### src/include/bssf_pkg.sv
// Shared constants for the bit, shift, skip and flag execution slice
package bssf_pkg;

   // ==========================================================
   // Widths
   localparam int unsigned PC_W = 11;
   localparam int unsigned DADDR_W = 7;
   localparam int unsigned NIB_W = 4;
   localparam int unsigned INSTR_W = 16;

   // ==========================================================
   // Opcodes, compared against the top bits of the instruction word
   localparam logic [7:0] OP_SET_CARRY = 8'h50;    // Word bits 15:8
   localparam logic [11:0] OP_SET_PARAM = 12'h160; // Word bits 15:4
   localparam logic [8:0] OP_SHIFT_LEFT = 9'h098;  // Word bits 15:7
   localparam logic [8:0] OP_SHIFT_RIGHT = 9'h09a;
   localparam logic [8:0] OP_SKIP_BIT0 = 9'h110;
   localparam logic [8:0] OP_SKIP_BIT1 = 9'h111;

   // ==========================================================
   // Parameter flag field
   localparam int unsigned PARAM_WDT_BIT = 3;
   localparam int unsigned WDT_SLOW_DIV = 16384;   // Watchdog input is oscillator / this

   // ==========================================================
   // Register byte offsets
   localparam logic [11:0] OFS_CTRL = 12'h000;
   localparam logic [11:0] OFS_FLAGS = 12'h004;
   localparam logic [11:0] OFS_PC = 12'h008;
   localparam logic [11:0] OFS_MEM_ADDR = 12'h00c;
   localparam logic [11:0] OFS_MEM_DATA = 12'h010;

   // ==========================================================
   // Field positions
   localparam int unsigned CTRL_RUN_BIT = 0;
   localparam int unsigned FLAGS_CARRY_BIT = 0;
   localparam int unsigned FLAGS_ZERO_BIT = 1;
   localparam int unsigned FLAGS_ACC_LSB = 4;
   localparam int unsigned FLAGS_PARAM_LSB = 8;

   // ==========================================================
   // Values after reset
   localparam logic [PC_W-1:0] PC_RST = 11'h000;
   localparam logic [NIB_W-1:0] ACC_RST = 4'h0;
   localparam logic [NIB_W-1:0] PARAM_RST = 4'h0;
   localparam logic CARRY_RST = 1'b0;
   localparam logic ZERO_RST = 1'b0;
   localparam logic RUN_RST = 1'b0;

   // ==========================================================
   // Bus responses
   localparam logic [1:0] RESP_OKAY = 2'h0;
   localparam logic [1:0] RESP_SLVERR = 2'h2;

endpackage : bssf_pkg

### src/design/bssf_core.sv
// Execution slice for carry set, parameter flags, zero-fill shifts and bit skips
//
// Local design decisions: register access over AXI4-Lite and the register addresses.
`timescale 1ns/1ps
`default_nettype none
// Function
// - The carry-set opcode forces the carry flag to one in one cycle and changes nothing else but the one-step program counter advance.
// - The parameter-flag load keeps only immediate bit 3, which selects the slow watchdog clock.
// - Left shift moves the nibble up, old bit 3 to carry, zero into bit 0, result to memory and accumulator.
// - Right shift moves the nibble down, old bit 0 to carry, zero into bit 3, result to memory and accumulator.
// - The shifts address their data memory operand with the low seven bits of the word.
// - Skip on bit 0 advances the program counter by two when that bit is one, else by one.
// - Skip on bit 1 advances the program counter by two when that bit is one, else by one, in one cycle.
// - The skips touch only the program counter, never accumulator, flags or memory.
module bssf_core #(
   parameter int unsigned AXI_ADDR_W = 12
) (
   input wire logic clk,
   input wire logic nrst,
   input wire logic [bssf_pkg::INSTR_W-1:0] instr,
   input wire logic instr_valid,
   output logic [bssf_pkg::PC_W-1:0] pc,
   output logic carry_flag,
   output logic zero_flag,
   output logic [bssf_pkg::NIB_W-1:0] accumulator,
   output logic wdt_slow_clk_sel,
   input wire logic [AXI_ADDR_W-1:0] s_axi_awaddr,
   input wire logic [2:0] s_axi_awprot,
   input wire logic s_axi_awvalid,
   output logic s_axi_awready,
   input wire logic [31:0] s_axi_wdata,
   input wire logic [3:0] s_axi_wstrb,
   input wire logic s_axi_wvalid,
   output logic s_axi_wready,
   output logic [1:0] s_axi_bresp,
   output logic s_axi_bvalid,
   input wire logic s_axi_bready,
   input wire logic [AXI_ADDR_W-1:0] s_axi_araddr,
   input wire logic [2:0] s_axi_arprot,
   input wire logic s_axi_arvalid,
   output logic s_axi_arready,
   output logic [31:0] s_axi_rdata,
   output logic [1:0] s_axi_rresp,
   output logic s_axi_rvalid,
   input wire logic s_axi_rready
);
   import bssf_pkg::*;

   // ==========================================================
   // Elaboration checks
   generate
      if (AXI_ADDR_W < 5 || AXI_ADDR_W > 12) begin : g_bad_addr_w
         $error("AXI_ADDR_W must lie between 5 and 12");
      end
   endgenerate

   // ==========================================================
   // State
   logic [PC_W-1:0] pc_q, pc_d;
   logic carry_q, carry_d;
   logic zero_q, zero_d;
   logic [NIB_W-1:0] acc_q, acc_d;
   logic [NIB_W-1:0] param_q, param_d;
   logic run_q, run_d;
   logic [DADDR_W-1:0] maddr_q, maddr_d;
   logic awready_q, awready_d;
   logic bvalid_q, bvalid_d;
   logic [1:0] bresp_q, bresp_d;
   logic wpend_q, wpend_d;
   logic [DADDR_W-1:0] wp_addr_q, wp_addr_d;
   logic [NIB_W-1:0] wp_data_q, wp_data_d;
   logic arready_q, arready_d;
   logic rvalid_q, rvalid_d;
   logic [1:0] rresp_q, rresp_d;
   logic [31:0] rdata_q, rdata_d;

   // Data memory, no reset: software loads it through the window registers
   logic [NIB_W-1:0] dmem [2**DADDR_W];

   logic exec;
   logic [NIB_W-1:0] opnd;
   logic [NIB_W-1:0] shres;
   logic core_we;
   logic mem_we;
   logic [DADDR_W-1:0] mem_waddr;
   logic [NIB_W-1:0] mem_wdata;
   logic aw_fire;
   logic ar_fire;
   logic [11:0] wofs;
   logic [11:0] rofs;
   logic pc_wr;

   // ==========================================================
   // Bus decode shared by the core and the write channel
   assign aw_fire = awready_q && s_axi_awvalid && s_axi_wvalid;
   assign ar_fire = arready_q && s_axi_arvalid;
   assign wofs = 12'(s_axi_awaddr);
   assign rofs = 12'(s_axi_araddr);
   assign pc_wr = aw_fire && wofs == OFS_PC && (&s_axi_wstrb[1:0]);
   assign exec = instr_valid && run_q;
   assign opnd = dmem[instr[DADDR_W-1:0]];

   // ==========================================================
   // Instruction execution
   always_comb begin
      pc_d = pc_q;
      carry_d = carry_q;
      zero_d = zero_q;
      acc_d = acc_q;
      param_d = param_q;
      core_we = 1'b0;
      shres = opnd;
      // A software load of the counter overrides the step of the same cycle
      if (pc_wr) begin
         pc_d = s_axi_wdata[PC_W-1:0];
      end else if (exec) begin
         pc_d = pc_q + PC_W'(1);
      end
      if (exec) begin
         if (instr[15:8] == OP_SET_CARRY) begin
            carry_d = 1'b1;
         end else if (instr[15:4] == OP_SET_PARAM) begin
            // Low immediate bits are reserved and kept at zero
            param_d = {instr[PARAM_WDT_BIT], 3'h0};
         end else if (instr[15:7] == OP_SHIFT_LEFT) begin
            shres = {opnd[2:0], 1'b0};
            carry_d = opnd[3];
            acc_d = shres;
            zero_d = (shres == 4'h0);
            core_we = 1'b1;
         end else if (instr[15:7] == OP_SHIFT_RIGHT) begin
            shres = {1'b0, opnd[3:1]};
            carry_d = opnd[0];
            acc_d = shres;
            zero_d = (shres == 4'h0);
            core_we = 1'b1;
         end else if (instr[15:7] == OP_SKIP_BIT0) begin
            // Skips leave data state alone and only steer the counter
            if (opnd[0] && !pc_wr) begin
               pc_d = pc_q + PC_W'(2);
            end
         end else if (instr[15:7] == OP_SKIP_BIT1) begin
            if (opnd[1] && !pc_wr) begin
               pc_d = pc_q + PC_W'(2);
            end
         end
      end
   end

   always_ff @(posedge clk or negedge nrst) begin
      if (!nrst) begin
         pc_q <= PC_RST;
         carry_q <= CARRY_RST;
         zero_q <= ZERO_RST;
         acc_q <= ACC_RST;
         param_q <= PARAM_RST;
      end else begin
         pc_q <= pc_d;
         carry_q <= carry_d;
         zero_q <= zero_d;
         acc_q <= acc_d;
         param_q <= param_d;
      end
   end

   // ==========================================================
   // Data memory write port; the core has priority over a pending bus write
   always_comb begin
      mem_we = core_we || wpend_q;
      mem_waddr = core_we ? instr[DADDR_W-1:0] : wp_addr_q;
      mem_wdata = core_we ? shres : wp_data_q;
   end

   always_ff @(posedge clk) begin
      if (mem_we) begin
         dmem[mem_waddr] <= mem_wdata;
      end
   end

   // ==========================================================
   // Write channel: address and data are taken together in one cycle
   always_comb begin
      awready_d = 1'b0;
      bvalid_d = bvalid_q;
      bresp_d = bresp_q;
      run_d = run_q;
      maddr_d = maddr_q;
      wpend_d = wpend_q;
      wp_addr_d = wp_addr_q;
      wp_data_d = wp_data_q;
      if (s_axi_bvalid && s_axi_bready) begin
         bvalid_d = 1'b0;
      end
      // Ready pulses for one cycle only while nothing else is in flight
      if (s_axi_awvalid && s_axi_wvalid && !awready_q && !bvalid_q && !wpend_q) begin
         awready_d = 1'b1;
      end
      if (aw_fire) begin
         bresp_d = RESP_OKAY;
         bvalid_d = 1'b1;
         case (wofs)
            OFS_CTRL: begin
               if (s_axi_wstrb[0]) begin
                  run_d = s_axi_wdata[CTRL_RUN_BIT];
               end
            end
            OFS_MEM_ADDR: begin
               if (s_axi_wstrb[0]) begin
                  maddr_d = s_axi_wdata[DADDR_W-1:0];
               end
            end
            OFS_MEM_DATA: begin
               // Held until a cycle with no shift result; the answer waits for it
               if (s_axi_wstrb[0]) begin
                  wpend_d = 1'b1;
                  bvalid_d = 1'b0;
                  wp_addr_d = maddr_q;
                  wp_data_d = s_axi_wdata[NIB_W-1:0];
               end
            end
            OFS_PC, OFS_FLAGS: begin
               bresp_d = RESP_OKAY;
            end
            default: begin
               bresp_d = RESP_SLVERR;
            end
         endcase
      end
      if (wpend_q && !core_we) begin
         wpend_d = 1'b0;
         bvalid_d = 1'b1;
      end
   end

   always_ff @(posedge clk or negedge nrst) begin
      if (!nrst) begin
         awready_q <= 1'b0;
         bvalid_q <= 1'b0;
         bresp_q <= RESP_OKAY;
         run_q <= RUN_RST;
         maddr_q <= 7'h00;
         wpend_q <= 1'b0;
         wp_addr_q <= 7'h00;
         wp_data_q <= 4'h0;
      end else begin
         awready_q <= awready_d;
         bvalid_q <= bvalid_d;
         bresp_q <= bresp_d;
         run_q <= run_d;
         maddr_q <= maddr_d;
         wpend_q <= wpend_d;
         wp_addr_q <= wp_addr_d;
         wp_data_q <= wp_data_d;
      end
   end

   // ==========================================================
   // Read channel: one ready pulse, data answered the next cycle
   always_comb begin
      arready_d = 1'b0;
      rvalid_d = rvalid_q;
      rresp_d = rresp_q;
      rdata_d = rdata_q;
      if (s_axi_rvalid && s_axi_rready) begin
         rvalid_d = 1'b0;
      end
      if (s_axi_arvalid && !arready_q && !rvalid_q) begin
         arready_d = 1'b1;
      end
      if (ar_fire) begin
         rvalid_d = 1'b1;
         rresp_d = RESP_OKAY;
         rdata_d = 32'h0;
         case (rofs)
            OFS_CTRL: begin
               rdata_d[CTRL_RUN_BIT] = run_q;
            end
            OFS_FLAGS: begin
               rdata_d[FLAGS_CARRY_BIT] = carry_q;
               rdata_d[FLAGS_ZERO_BIT] = zero_q;
               rdata_d[FLAGS_ACC_LSB +: NIB_W] = acc_q;
               rdata_d[FLAGS_PARAM_LSB +: NIB_W] = param_q;
            end
            OFS_PC: begin
               rdata_d[PC_W-1:0] = pc_q;
            end
            OFS_MEM_ADDR: begin
               rdata_d[DADDR_W-1:0] = maddr_q;
            end
            OFS_MEM_DATA: begin
               rdata_d[NIB_W-1:0] = dmem[maddr_q];
            end
            default: begin
               rresp_d = RESP_SLVERR;
            end
         endcase
      end
   end

   always_ff @(posedge clk or negedge nrst) begin
      if (!nrst) begin
         arready_q <= 1'b0;
         rvalid_q <= 1'b0;
         rresp_q <= RESP_OKAY;
         rdata_q <= 32'h0;
      end else begin
         arready_q <= arready_d;
         rvalid_q <= rvalid_d;
         rresp_q <= rresp_d;
         rdata_q <= rdata_d;
      end
   end

   // ==========================================================
   // Outputs, all straight from flops
   assign pc = pc_q;
   assign carry_flag = carry_q;
   assign zero_flag = zero_q;
   assign accumulator = acc_q;
   assign wdt_slow_clk_sel = param_q[PARAM_WDT_BIT];
   assign s_axi_awready = awready_q;
   assign s_axi_wready = awready_q;
   assign s_axi_bvalid = bvalid_q;
   assign s_axi_bresp = bresp_q;
   assign s_axi_arready = arready_q;
   assign s_axi_rvalid = rvalid_q;
   assign s_axi_rresp = rresp_q;
   assign s_axi_rdata = rdata_q;

endmodule : bssf_core
`default_nettype wire

### config.mk
export PLATFORM = sky130hd
export DESIGN_NAME = bssf_core
export DESIGN_NICKNAME = d
export VERILOG_FILES = /design/src/include/bssf_pkg.sv /design/src/design/bssf_core.sv
export SDC_FILE = /design/constraint.sdc
export NUM_CORES = 1
export LEC_CHECK = 0
export BUFFER_PORTS_ARGS = -buffer_cell sky130_fd_sc_hd__buf_2
export CAP_MARGIN = 20
export CORE_AREA = 2 2 267 269
export DETAILED_ROUTE_END_ITERATION = 6
export DIE_AREA = 0 0 269 271
export PLACE_DENSITY_LB_ADDON = 0.3
export SYNTH_ARGS = -nofsm -noshare
export SYNTH_HDL_FRONTEND = slang
export SYNTH_SLANG_ARGS = --single-unit
### constraint.sdc
create_clock -name clk -period 8.7 [get_ports clk]
set_input_delay 0 -clock clk [delete_from_list [all_inputs] [get_ports clk]]
set_output_delay 0 -clock clk [all_outputs]
set_load 0.05 [all_outputs]
==> flow_metrics.env, run 1 <==
export IMPL_hold_path_end="pc[3]$_DFF_PN0_"
export IMPL_synth_compound_area_share_pct=2.72
export IMPL_holdPathStages=6
export IMPL_p_switching_mw=1.26
export IMPL_synth_most_common_cell="edfxtp_1"
export IMPL_cts_buffer_depth=3
export IMPL_rr_worst_depth=9
export IMPL_drv_slew=0
export IMPL_synth_top_family_by_area="multiplexers"
export IMPL_grt_overflow=0
export IMPL_grt_max_degree=129
export IMPL_synth_fa_ha_area_share_pct=0.0900
export IMPL_cp_end_kind="flip-flop"
export IMPL_max_slew_margin_pct=18.6
export IMPL_synth_xor_area_share_pct=0.189
export IMPL_pwr_share_comb_pct=3.5
export IMPL_wl_per_cell_um=27.5
export IMPL_cts_made_buffers=59
export IMPL_synthSimpleGateAreaFrac_pct=6.50
export IMPL_dieArea_sq_mm=0.0729
export IMPL_vias_per_cell=6.01
export IMPL_drive_gt1_share_pct=31.1
export IMPL_cp_slowest_cell="dfrtp_4"
export IMPL_final_util_pct=45.5
export IMPL_grt_pass1_vias=16800
export IMPL_r2r_end="s_axi_rdata[0]$_DFFE_PN0P_"
export IMPL_maxCapViolations=0
export IMPL_sw_frac_of_total_pct=21.5
export IMPL_p_seq_share_pct=50.1
export IMPL_crit_arrival_ps=5260
export IMPL_seq_area_frac_synth_pct=60.4
export IMPL_worst_slew_pin_slew_ps=1220
export IMPL_rows=97
export IMPL_yosysTopAreaCellShare_pct=55.3
export IMPL_place_congestion=0.842
export IMPL_ant_nets=0
export IMPL_fmax_ghz=0.209
export IMPL_clkPwrFrac_pct=46.3
export IMPL_clkLatencyLatePin_ps=640
export IMPL_io_buffers=97
export IMPL_synthCells=1623
export IMPL_min_from="s_axi_wstrb[1]"
export IMPL_timing_rr_start="maddr_q[0]$_DFFE_PN0P_"
export IMPL_synth_common_cells="edfxtp_1 (512), mux4_2 (294), nor2_1 (176), nand2_1 (99), mux2i_1 (71)"
export IMPL_root_buffer="clkbuf_16"
export IMPL_timing_final_crit_share_pct=54.9
export IMPL_async_reset_ff_share_pct=9.86
export IMPL_dp_hpwl_um=48600
export IMPL_cts_setup_buffers=0
export IMPL_run_status="complete, no violations"
export IMPL_synth_seq_cells=568
export IMPL_start_kind="flip-flop"
export IMPL_nets=1837
export IMPL_power_density_mw_per_mm2=185
export IMPL_critPathMaxFanout=105
export IMPL_dieWidth_um=269
export IMPL_finalSetupTns_ps=0
export IMPL_io_pins=149
export IMPL_hold_viol_final=0
export IMPL_synth_area_sq_mm=0.0278
export IMPL_cp_slowest_stage_delay_ps=790
export IMPL_ys_types=65
export IMPL_avgSynthCellArea_sq_um=17.1
export IMPL_post_route_min_period_ps=4780
export IMPL_worstSetupPathType="reg -> reg"
export IMPL_cts_htree_levels=2
export IMPL_crit_chain="buf_12 -> mux4_2 -> mux4_2 -> mux4_2 -> mux2i_1 -> nor2_1 -> a21oi_1 -> dlygate4sd3_1 -> o21ai_0"
export IMPL_synth_ff_type="edfxtp_1"
export IMPL_track_usage_pct=20.7
export IMPL_area_delta_synth_final_pct=14.2
export IMPL_irDropWorstVdd_mv=0.160
export IMPL_antenna_found_initial=3
export IMPL_hp_class="in -> reg"
export IMPL_dr_pass1_iters=7
export IMPL_drt_iter0_drc=1557
export IMPL_clock_sinks=568
export IMPL_required_ps=9180
export IMPL_via_count=16400
export IMPL_routed_wl_um=75300
export IMPL_synth_top_area_cell="edfxtp_1"
export IMPL_remaining_drc_errors=0
export IMPL_timing_hold_ws_ps=31.3
export IMPL_regToRegSetupSlack_ps=3920
export IMPL_start_util_pct=39.8
export IMPL_setup_violations=0
export IMPL_synth_edff_count=512
export IMPL_n_antenna_cell=0
export IMPL_synth_top_cells_by_area="edfxtp_1 (55%), mux4_2 (24%), dfrtp_1 (5.0%)"
export IMPL_synthMuxAreaShare_pct=27.5
export IMPL_clock_skew_ps=18.4
export IMPL_rsz0062_at_grt="no"
export IMPL_cts_tree="built"
export IMPL_core_sq_mm=0.0698
export IMPL_synth_warning_count=0
export IMPL_critPathLaunch="maddr_q[0]$_DFFE_PN0P_"
export IMPL_intPower_mw=4.60
export IMPL_cts_reportedPaths_clkPinSlew_ps=60
export IMPL_cpMostUsedCell="mux4_2"
export IMPL_power_leakage_nw=8.50
export IMPL_grt_pass1_wl_um=111000
export IMPL_die_h_um=271
worst max path at each step:
stage / cells past startpoint / slack (ps) / to
2_1_floorplan: 13 / 820 / dmem[0][0]$_DFFE_PP_
3_3_place_gp: 11 / 3390 / dmem[57][1]$_DFFE_PP_
3_5_place_dp: 11 / 3260 / dmem[56][1]$_DFFE_PP_
4_1_cts: 9 / 3890 / s_axi_rdata[0]$_DFFE_PN0P_
5_1_grt: 9 / 3710 / s_axi_rdata[0]$_DFFE_PN0P_
6_report: 9 / 3920 / s_axi_rdata[0]$_DFFE_PN0P_
what timing repair did:
item / CTS / global route
endpoints found under the setup margin: 0 / 0
endpoints found under the hold margin: 103 / 0
gates resized for setup: 0 / 0
hold buffers: 52 / 0
worst max-delay path: cells and delay by family, from the launching register on:
kind                   cells  cell delay (ps)
AO/OA/AOI/OAI              2              200
buffers and inverters      2             1210
flip-flops                 1              790
multiplexers               4             2130
AND/OR/NAND/NOR            1               80
cells in the final DEF (no fill, tap or decap), drive strengths merged, types with 14 or more instances in the layout:
cell type and count:
buf 127, clkbuf 69, clkinv 19, conb 22, dfrtp 56, dlygate4sd3 52, edfxtp 512, mux2 27
mux2i 72, mux4 294, nand2 99, nand3 33, nor2 176, o21ai 36, o22ai 14
final cells by class:
type / instances / area [sq um]
clock buffer: 69 / 1530
clock inverter: 41 / 531
fill: 5926 / 38000
inverter: 5 / 18.8
multi-input combinational: 932 / 10400
sequential: 568 / 16800
tap: 940 / 1180
timing repair buffer: 179 / 1290
power by group through the flow:
stage / logic [mW] / registers (mW) / clock network (mW)
floorplan: 0.127 / 3.01 / 0
global placement: 0.191 / 3.00 / 0
detailed placement: 0.192 / 3.00 / 0
CTS: 0.208 / 2.94 / 2.75
global route: 0.221 / 2.94 / 2.85
finish: 0.208 / 2.94 / 2.71
cell families (layout without fill, tap and decap cells):
family | after synthesis | in the layout
other | 1 | 22
buffers and inverters | 144 | 294
adders and majority gates | 2 | 2
muxes | 393 | 393
AOI/OAI and AO/OA | 112 | 112
and+or+nand+nor | 397 | 397
xor gates and xnor gates | 6 | 6
DFF | 568 | 568
registers in the layout (all words and copies together), names as in the netlist, 4 cells and up:
register,flops
wp_data_q,4
pc,11
wp_addr_q,7
maddr_q,7
accumulator,4
s_axi_rdata,12
dmem,512
metal layers:
| metal | wire (um) | global-route usage (%) | vias up |
|---|---|---|---|
| li1 | - | - | 6875 |
| met2 | 36300 | 33.4 | 744 |
| met1 | 31100 | 28.7 | 8688 |
| met4 | 2210 | 6.81 | 2 |
| met5 | 14 | 0 | - |
| met3 | 5670 | 3.39 | 134 |
stage by stage:
step           cell area (sq um)  std cells  power [mW]  worst slack (ps)
2_1_floorplan              27900       1644        3.14               817
3_3_place_gp               29100       2569        3.19              3390
3_5_place_dp               29100       2569        3.19              3260
4_1_cts                    31700       2731        5.90              3890
5_1_grt                    31800       2734        6.01              3710
6_report                   31800       2734        5.86              3920
(Power assumes the default switching activity.)
==> run 2: changes to the inputs <==
Clock period 8.7 ns to 4.2 ns, I/O delays scaled along.
==> flow_metrics.env, run 2 (synthesized netlist as in run 1, its figures left out) <==
export IMPL_cts_buffer_depth=3
export IMPL_dp_hpwl_um=53000
export IMPL_required_ps=4470
export IMPL_critPathMaxFanout=11
export IMPL_start_kind="input pin"
export IMPL_worst_slew_pin_slew_ps=1040
export IMPL_power_leakage_nw=8.69
export IMPL_timing_final_crit_share_pct=101
export IMPL_grt_max_degree=81
export IMPL_largest_register_ffs=512
export IMPL_dieWidth_um=269
export IMPL_vias_per_cell=5.98
export IMPL_rr_worst_depth=9
export IMPL_power_density_mw_per_mm2=360
export IMPL_wl_per_cell_um=27.7
export IMPL_grt_overflow=0
export IMPL_io_pins=149
export IMPL_track_usage_pct=21.3
export IMPL_setup_violations=9
export IMPL_cts_tree="built"
export IMPL_remaining_drc_errors=0
export IMPL_clkLatencyLatePin_ps=640
export IMPL_area_delta_synth_final_pct=15.5
export IMPL_clock_skew_ps=25.8
export IMPL_critPathLaunch="instr[8]"
export IMPL_drive_gt1_share_pct=32.6
export IMPL_root_buffer="clkbuf_16"
export IMPL_most_common_layout_cells="edfxtp_1 (512), mux4_2 (294), nor2_1 (174), nand2_1 (98), buf_2 (94)"
export IMPL_rsz0062_at_grt="yes"
export IMPL_drt_iter0_drc=1983
export IMPL_layout_setup_ws_ps=-24.5
export IMPL_final_common_cell="edfxtp_1"
export IMPL_antenna_found_initial=2
export IMPL_hp_class="in -> async"
export IMPL_run_status="complete, but fails checks"
export IMPL_clock_sinks=568
export IMPL_drv_slew=0
export IMPL_fmax_ghz=0.237
export IMPL_ant_nets=0
export IMPL_violations="setup timing"
export IMPL_routed_wl_um=77100
export IMPL_place_congestion=0.874
export IMPL_max_slew_margin_pct=30.1
export IMPL_post_route_min_period_ps=4220
export IMPL_r2r_end="pc[7]$_DFF_PN0_"
export IMPL_crit_arrival_ps=4490
export IMPL_nets=1885
export IMPL_timing_rr_start="dmem[82][1]$_DFFE_PP_"
export IMPL_cts_reportedPaths_clkPinSlew_ps=60
export IMPL_timing_hold_ws_ps=55.8
export IMPL_worstSetupPathType="in -> reg"
export IMPL_maxCapViolations=0
export IMPL_cp_end_kind="flip-flop"
export IMPL_irDropWorstVdd_mv=0.223
export IMPL_largest_register="dmem"
export IMPL_io_buffers=97
export IMPL_cts_htree_levels=2
export IMPL_cts_made_buffers=58
export IMPL_die_h_um=271
export IMPL_endpoint="dmem[90][1]$_DFFE_PP_"
export IMPL_via_count=16600
export IMPL_regToRegSetupSlack_ps=300
export IMPL_grt_pass1_vias=17000
export IMPL_hold_viol_final=0
export IMPL_dieArea_sq_mm=0.0729
export IMPL_dr_pass1_iters=5
export IMPL_rows=97
export IMPL_grt_pass1_wl_um=113000
export IMPL_core_sq_mm=0.0698
export IMPL_power_mw=11.6
export IMPL_start_util_pct=39.8
## run 2: metal layers
| metal | GRT usage, % | part of all wire, % | routed length, um | vias up |
|---|---|---|---|---|
| met5 | 0 | 0.017 | 13 | - |
| met4 | 6.56 | 2.9 | 2270 | 2 |
| met3 | 3.83 | 8.5 | 6590 | 124 |
| met2 | 35.0 | 49 | 37700 | 871 |
| met1 | 28.8 | 40 | 30500 | 8688 |
| li1 | - | - | - | 6958 |
## run 2: how the worst min path moves through the flow
stage	start	endpoint	slack, ps	depth (start not counted)
floorplan	nrst	accumulator[0]$_DFFE_PN0P_	-300	0
global placement	nrst	pc[10]$_DFF_PN0_	190	2
detailed placement	nrst	pc[10]$_DFF_PN0_	190	2
CTS	instr[10]	wpend_q$_DFFE_PN0P_	30	5
global route	nrst	pc[9]$_DFF_PN0_	110	3
finish	nrst	pc[9]$_DFF_PN0_	60	3
## run 2: worst max-delay path: stages
cell           delay [ps]
dlygate4sd3_1         530
buf_2                 220
nor4b_1               430
dlygate4sd3_1         680
nand3b_1              130
nand2_1               140
or2_2                 260
mux2i_1               590
nand3_1               670
buf_4                 420
nor2_1                420
## run 2: timing repair
item	CTS	global route
setup endpoints to repair	0	56
setup buffers	0	0
hold endpoints to repair	103	0
hold buffers	50	0
resized for setup	0	0
## run 2: area by class of cell
cell class	count	area, sq um
Tap cell	940	1180
Clock buffer	64	1470
Inverter	5	18.8
Clock inverter	43	358
Timing Repair Buffer	228	1870
Antenna cell	2	5.00
Multi-Input combinational cell	932	10400
Fill cell	5909	37700
Sequential cell	568	16800
## run 2: power breakdown
group          total, mW  leakage, nW  internal, mW  switching [mW]
combinational      0.449         3.53         0.160           0.289
clock               5.02        0.876          2.78            2.24
sequential          6.09         4.29          6.08         0.00641
## run 2: per-stage QoR
step	worst slack [ps]	setup TNS (ps)	cell area (sq um)	std cells	util (%)
floorplan	56.9	0	27900	1644	-
global placement	409	0	29800	2623	42.6
detailed placement	329	0	29800	2623	42.6
CTS	134	0	32100	2780	46.0
global route	-184	-6290	32100	2780	46.0
finish	-24.5	-133	32100	2782	46.0
